## src/jfcs_consts.svh

```systemverilog
// constants for the fuse check sequencer
// assumes inclusion by bare name from any design file
`ifndef JFCS_CONSTS_SVH
`define JFCS_CONSTS_SVH
`define JFCS_SYNC_STAGES 2
`define JFCS_RISE_EXIT_COUNT 2'h2
`define JFCS_RISE_RESET 2'h0
`endif

```

## src/jfcs_pkg.sv

```systemverilog
// types for the fuse check sequencer
// assumes nothing beyond a SystemVerilog compiler
package jfcs_pkg;
    typedef enum logic [2:0] {
        JFCS_IDLE = 3'b001,
        JFCS_ACTIVE = 3'b010,
        JFCS_DONE = 3'b100
    } jfcs_state_t;
    typedef struct packed {
        logic active;
        logic sense_en;
    } jfcs_status_t;
endpackage

```

## src/jfcs_sync.sv

```systemverilog
// two flip-flop synchroniser for the mode select pin
// assumes asynchronous active-low power-on reset; pin idles high
`timescale 1ns/100ps
`default_nettype none
module jfcs_sync (
    // clock and reset
    input wire logic core_clk_i,
    input wire logic reset_n_i,
    // pin in, synchronised out
    input wire logic pin_i,
    output logic pin_sync_o
);
    logic meta_reg;
    logic sync_reg;

    // reset to high: idle level of the pin
    always_ff @(posedge core_clk_i or negedge reset_n_i) begin
        if (!reset_n_i) begin
            meta_reg <= 1'b1;
            sync_reg <= 1'b1;
        end else begin
            meta_reg <= pin_i;
            sync_reg <= meta_reg;
        end
    end

    assign pin_sync_o = sync_reg;
endmodule
`default_nettype wire

```

## src/jfcs_sequencer.sv

```systemverilog
// fuse continuity check sequencer on the test access port
// assumes reset_n_i is power-on reset only; mode select pin is asynchronous
//
// Summary of operation
// - run fuse continuity check on first access
// - enter check on first mode-select falling edge
// - enter check if pin low at power-up
// - leave check on second rising edge
// - stay disabled until next power-on reset
// - sense current only when active and pin low
`timescale 1ns/100ps
`default_nettype none
`include "jfcs_consts.svh"
module jfcs_sequencer
    import jfcs_pkg::*;
#(
    parameter bit FUSE_ON_DATA_PIN = 1'b1
) (
    // clock and power-on reset
    input wire logic core_clk_i,
    input wire logic reset_n_i,
    // probe pin
    input wire logic mode_sel_i,
    // fuse check outputs
    output logic check_active_o,
    output logic fuse_sense_current_en_o
);
    // ****************************************
    // pin synchronisation and edge detection
    // ****************************************
    logic mode_sync;
    logic mode_prev_reg;
    logic first_cycle_reg;
    logic [1:0] settle_reg;
    logic fall_evt;
    logic rise_evt;

    jfcs_sync u_sync (
        .core_clk_i(core_clk_i),
        .reset_n_i(reset_n_i),
        .pin_i(mode_sel_i),
        .pin_sync_o(mode_sync)
    );

    always_ff @(posedge core_clk_i or negedge reset_n_i) begin
        if (!reset_n_i) begin
            mode_prev_reg <= 1'b1;
        end else begin
            mode_prev_reg <= mode_sync;
        end
    end

    // synchroniser shows its reset level for two edges after release;
    // flag the first edge at which it carries a real pin sample
    always_ff @(posedge core_clk_i or negedge reset_n_i) begin
        if (!reset_n_i) begin
            settle_reg <= 2'h3;
            first_cycle_reg <= 1'b0;
        end else begin
            settle_reg <= {settle_reg[0], 1'b0};
            first_cycle_reg <= settle_reg[1] & ~settle_reg[0];
        end
    end

    assign fall_evt = mode_prev_reg & ~mode_sync;
    assign rise_evt = ~mode_prev_reg & mode_sync;

    // ****************************************
    // check mode state machine
    // ****************************************
    jfcs_state_t state_reg;
    jfcs_state_t state_next;
    logic [1:0] rise_cnt_reg;
    logic [1:0] rise_cnt_next;
    logic arm_req;

    // low at power-up shows as low on the first synchronised sample
    assign arm_req = FUSE_ON_DATA_PIN & (fall_evt | (first_cycle_reg & ~mode_sync));

    always_comb begin
        state_next = state_reg;
        rise_cnt_next = rise_cnt_reg;
        case (state_reg)
            JFCS_IDLE: begin
                if (arm_req) begin
                    state_next = JFCS_ACTIVE;
                    rise_cnt_next = `JFCS_RISE_RESET;
                end
            end
            JFCS_ACTIVE: begin
                if (rise_evt) begin
                    rise_cnt_next = rise_cnt_reg + 2'h1;
                    if (rise_cnt_reg + 2'h1 == `JFCS_RISE_EXIT_COUNT) begin
                        state_next = JFCS_DONE;
                    end
                end
            end
            JFCS_DONE: begin
                state_next = JFCS_DONE;
            end
            default: begin
                state_next = JFCS_DONE;
            end
        endcase
    end

    // only power-on reset clears this; no soft reset input exists
    always_ff @(posedge core_clk_i or negedge reset_n_i) begin
        if (!reset_n_i) begin
            state_reg <= JFCS_IDLE;
            rise_cnt_reg <= `JFCS_RISE_RESET;
        end else begin
            state_reg <= state_next;
            rise_cnt_reg <= rise_cnt_next;
        end
    end

    // ****************************************
    // outputs
    // ****************************************
    jfcs_status_t status_next;

    // gate on pin low; a probe holding the pin high draws no current
    always_comb begin
        status_next.active = (state_next == JFCS_ACTIVE);
        status_next.sense_en = (state_next == JFCS_ACTIVE) & ~mode_sync;
    end

    always_ff @(posedge core_clk_i or negedge reset_n_i) begin
        if (!reset_n_i) begin
            check_active_o <= 1'b0;
            fuse_sense_current_en_o <= 1'b0;
        end else begin
            check_active_o <= status_next.active;
            fuse_sense_current_en_o <= status_next.sense_en;
        end
    end
endmodule
`default_nettype wire

```

## config.mk

```make
export PLATFORM = sky130hd
export DESIGN_NAME = jfcs_sequencer
export DESIGN_NICKNAME = d
export VERILOG_FILES = /design/src/jfcs_pkg.sv /design/src/jfcs_sync.sv /design/src/jfcs_sequencer.sv
export VERILOG_INCLUDE_DIRS = /design/src
export SDC_FILE = /design/constraint.sdc
export NUM_CORES = 1
export LEC_CHECK = 0
export BUFFER_PORTS_ARGS = -buffer_cell sky130_fd_sc_hd__buf_2
export CAP_MARGIN = 20
export CORE_AREA = 2 2 39 41
export CTS_BUF_LIST = sky130_fd_sc_hd__clkbuf_4
export CTS_CLUSTER_SIZE = 10
export DETAILED_ROUTE_END_ITERATION = 8
export DIE_AREA = 0 0 41 43
export MAX_ROUTING_LAYER = met4
export PLACE_DENSITY_LB_ADDON = 0.15
export SLEW_MARGIN = 20
export SYNTH_ARGS = -nofsm -noshare
export SYNTH_HDL_FRONTEND = slang
export SYNTH_SLANG_ARGS = --single-unit
```

## constraint.sdc

```tcl
create_clock -name core_clk_i -period 1.28 [get_ports core_clk_i]
set_clock_uncertainty 0.05 [all_clocks]
set_input_delay 0.384 -clock core_clk_i [delete_from_list [all_inputs] [get_ports core_clk_i]]
set_output_delay 0.384 -clock core_clk_i [all_outputs]
set_load 0.02 [all_outputs]
```

==> results.cfg <==
[outcome]
outcome = complete, but fails checks
failed_checks = negative setup slack

[floorplanning]
core_um2 = 1380
row_count = 14
die_area_um2 = 1760
die_h_um = 43
chipWidth_um = 41
start_util_pct = 36.9
ios = 5

[setup_path]
r2r_start = mode_prev_reg$_DFF_PN1_
worstPathRequired_ps = 1390
crit_buf_inv = 0
worst-path-max-fanout = 3
path_class = reg2reg
endpoint = rise_cnt_reg[0]$_DFFE_PN0P_
cp_cell_sequence = nor2_1 -> or3_4 -> a221o_1
worst_setup_path_start_kind = flop
cp_slowest_cell = dfstp_2
cp-startpoint = mode_prev_reg$_DFF_PN1_
r2r_setup_slack_ps = -140
cp-end-kind = flop
r2r_end = rise_cnt_reg[0]$_DFFE_PN0P_
worstSetupPathDepth = 3
crit_arrival_ps = 1530
slowest_delay_ps = 530
cp_top_family = flip-flops
rr_worst_depth = 3

[timing]
fmax_mhz = 705
finalMaxSlewViolations = 0
finalHoldViolCount = 0
final.setup.worst_slack_ps = -139
rsz0062_at_grt = true
fin_crit_sh_pct = 111
fin_crit_ps = 1420
finalSetupViolations = 4
fin_tns_setup_ps = -283

[job]
maxCapViolCount = 0

[cells_and_area]
fillers = 138
stdcell_count = 70
postLayoutCoreUtil_pct = 47.5
syn2layout_area_growth_pct = 28.7
nets = 59
antenna_cells = 0
layout_common_cells = 7 x dfrtp_1, 7 x buf_4, 6 x dfstp_2, 4 x clkbuf_4, 4 x buf_2
largest_register_ffs = 3
final_area_um2 = 657
multi_input_area_um2 = 188
drive_gt1_share_pct = 51.9
seq_area_um2 = 333

[placed_design]
portBuffers = 4
gp_congestion = 0.834
hpwl_um = 601
placedInstanceArea_um2 = 592
placed_cells = 64

[grt]
grt_pass1_vias = 306
grt_max_degree = 14
grt_usage_pct = 12.5
grt_pass1_wl_mm = 1.33
antenna_found_initial = 0
gr-total-overflow = 0

[synthesis]
synth-seq-cells = 13
synth_area_um2 = 510
synthAdderAreaFrac_pct = 2.45
ys_seq_area_share_pct = 65.2
syn_nets = 43
yosysUniqueCellTypes = 22
yosysWarnings = 0
syn_inst = 39
synth-xor-area-share_pct = 0
synth-compound-area-share_pct = 10.0
syn_avg_cell_area_um2 = 13.1
synth_top_family_by_area = simple AND/OR/NAND/NOR gates
synthSimpleGateAreaFrac_pct = 20.1
synthMuxAreaShare_pct = 0

[routing]
drc = 0
first_iter_violations = 3
drt_first_pass_iters = 2
routed_wl_um = 811
viasPerCell = 4.80
wl_per_cell_um = 11.6
num_vias = 336
ant_nets = 0

[clock_network]
cts.clk_slew.worst_paths_ps = 80
cts-buffers-inserted = 3
tritoncts = built
clk_path_buf_depth = 2
htreeDepth = 1
cts.sinks = 13
cts_root_buf = clkbuf_4
clock_latency_ps = 280

[power_and_ir_drop]
ir_drop_mv = 0.651
p_per_area_nw_per_um2 = 1110
p_leak_uw = 0.000272
power.total_uw = 731

[worst_hold_path]
hp-class = in2reg
==> where the power goes <==
group | total [uW] | internal [uW] | switching (uW) | leakage [uW]
Sequential | 432 | 427 | 4.92 | 0.000154
Clock | 272 | 142 | 130 | 0.0000184
Combinational | 27.2 | 13.1 | 14.1 | 0.0000995
Total | 731 | 582 | 149 | 0.000272
==> metrics by stage <==
step | hold WS (ps) | setup slack, ps
4_1_cts | 141 | -134
2_1_floorplan | 38.4 | -112
6_report | 151 | -139
3_3_place_gp | 225 | -139
3_5_place_dp | 235 | -154
5_1_grt | 149 | -169
==> worst min path at each step <==
stage                          start                     endpoint  slack (ps)  cells past startpoint
after floorplan            reset_n_i     check_active_o$_DFF_PN0_          40                      0
after global placement     reset_n_i  rise_cnt_reg[0]$_DFFE_PN0P_         220                      1
after detailed placement   reset_n_i  rise_cnt_reg[0]$_DFFE_PN0P_         240                      1
after CTS                 mode_sel_i    u_sync.meta_reg$_DFF_PN1_         140                      1
after global routing      mode_sel_i    u_sync.meta_reg$_DFF_PN1_         150                      1
final                     mode_sel_i    u_sync.meta_reg$_DFF_PN1_         150                      1
==> per-layer routing <==
metal / routed length (um) / global-route usage (%) / share of wire [%]
met1: 377 / 15.6 / 46
met2: 377 / 15.6 / 46
met3: 42 / 4.71 / 5.2
met4: 13 / 10.0 / 1.6
met5: 0 / - / 0
==> cells by family (layout without fill, tap and decap cells) <==
family / after synthesis / in the layout
other: 1 / 1
AOI/OAI and AO/OA: 7 / 7
and+or+nand+nor: 15 / 15
adders and majority gates: 1 / 1
buffers and inverters: 2 / 17
DFF: 13 / 13
==> cells in the mapped netlist (all sizes together) <==
cell type / number / area, um^2
dfrtp: 7 / 175
dfstp: 6 / 158
nand2b: 4 / 32.5
nor3: 3 / 15.0
a21oi: 2 / 10.0
nor2: 2 / 7.51
a21o: 1 / 7.51
a221o: 1 / 10.0
a31o: 1 / 8.76
and2: 1 / 7.51
clkbuf: 1 / 3.75
conb: 1 / 3.75
ha: 1 / 12.5
inv: 1 / 3.75
nand2: 1 / 3.75
nand3b: 1 / 7.51
nand4bb: 1 / 11.3
nor2b: 1 / 6.26
o21a: 1 / 7.51
o31ai: 1 / 7.51
or3: 1 / 11.3
==> area by class of cell <==
class | instances | area share (%)
multi-input cells | 24 | 28.6
clock buffers | 4 | 4.57
flip-flops and latches | 13 | 50.7
well taps | 16 | 3.05
repair buffers | 12 | 12.6
inverters | 1 | 0.571
==> repair_timing <==
action	4_1_cts	5_1_grt
hold buffers	1	0
pin swaps	3	4
gates resized for setup	2	2
setup endpoints to repair	4	5
endpoints found under the hold margin	7	0
setup buffers	2	0
No activity file was read; power rests on OpenSTA's default activity.
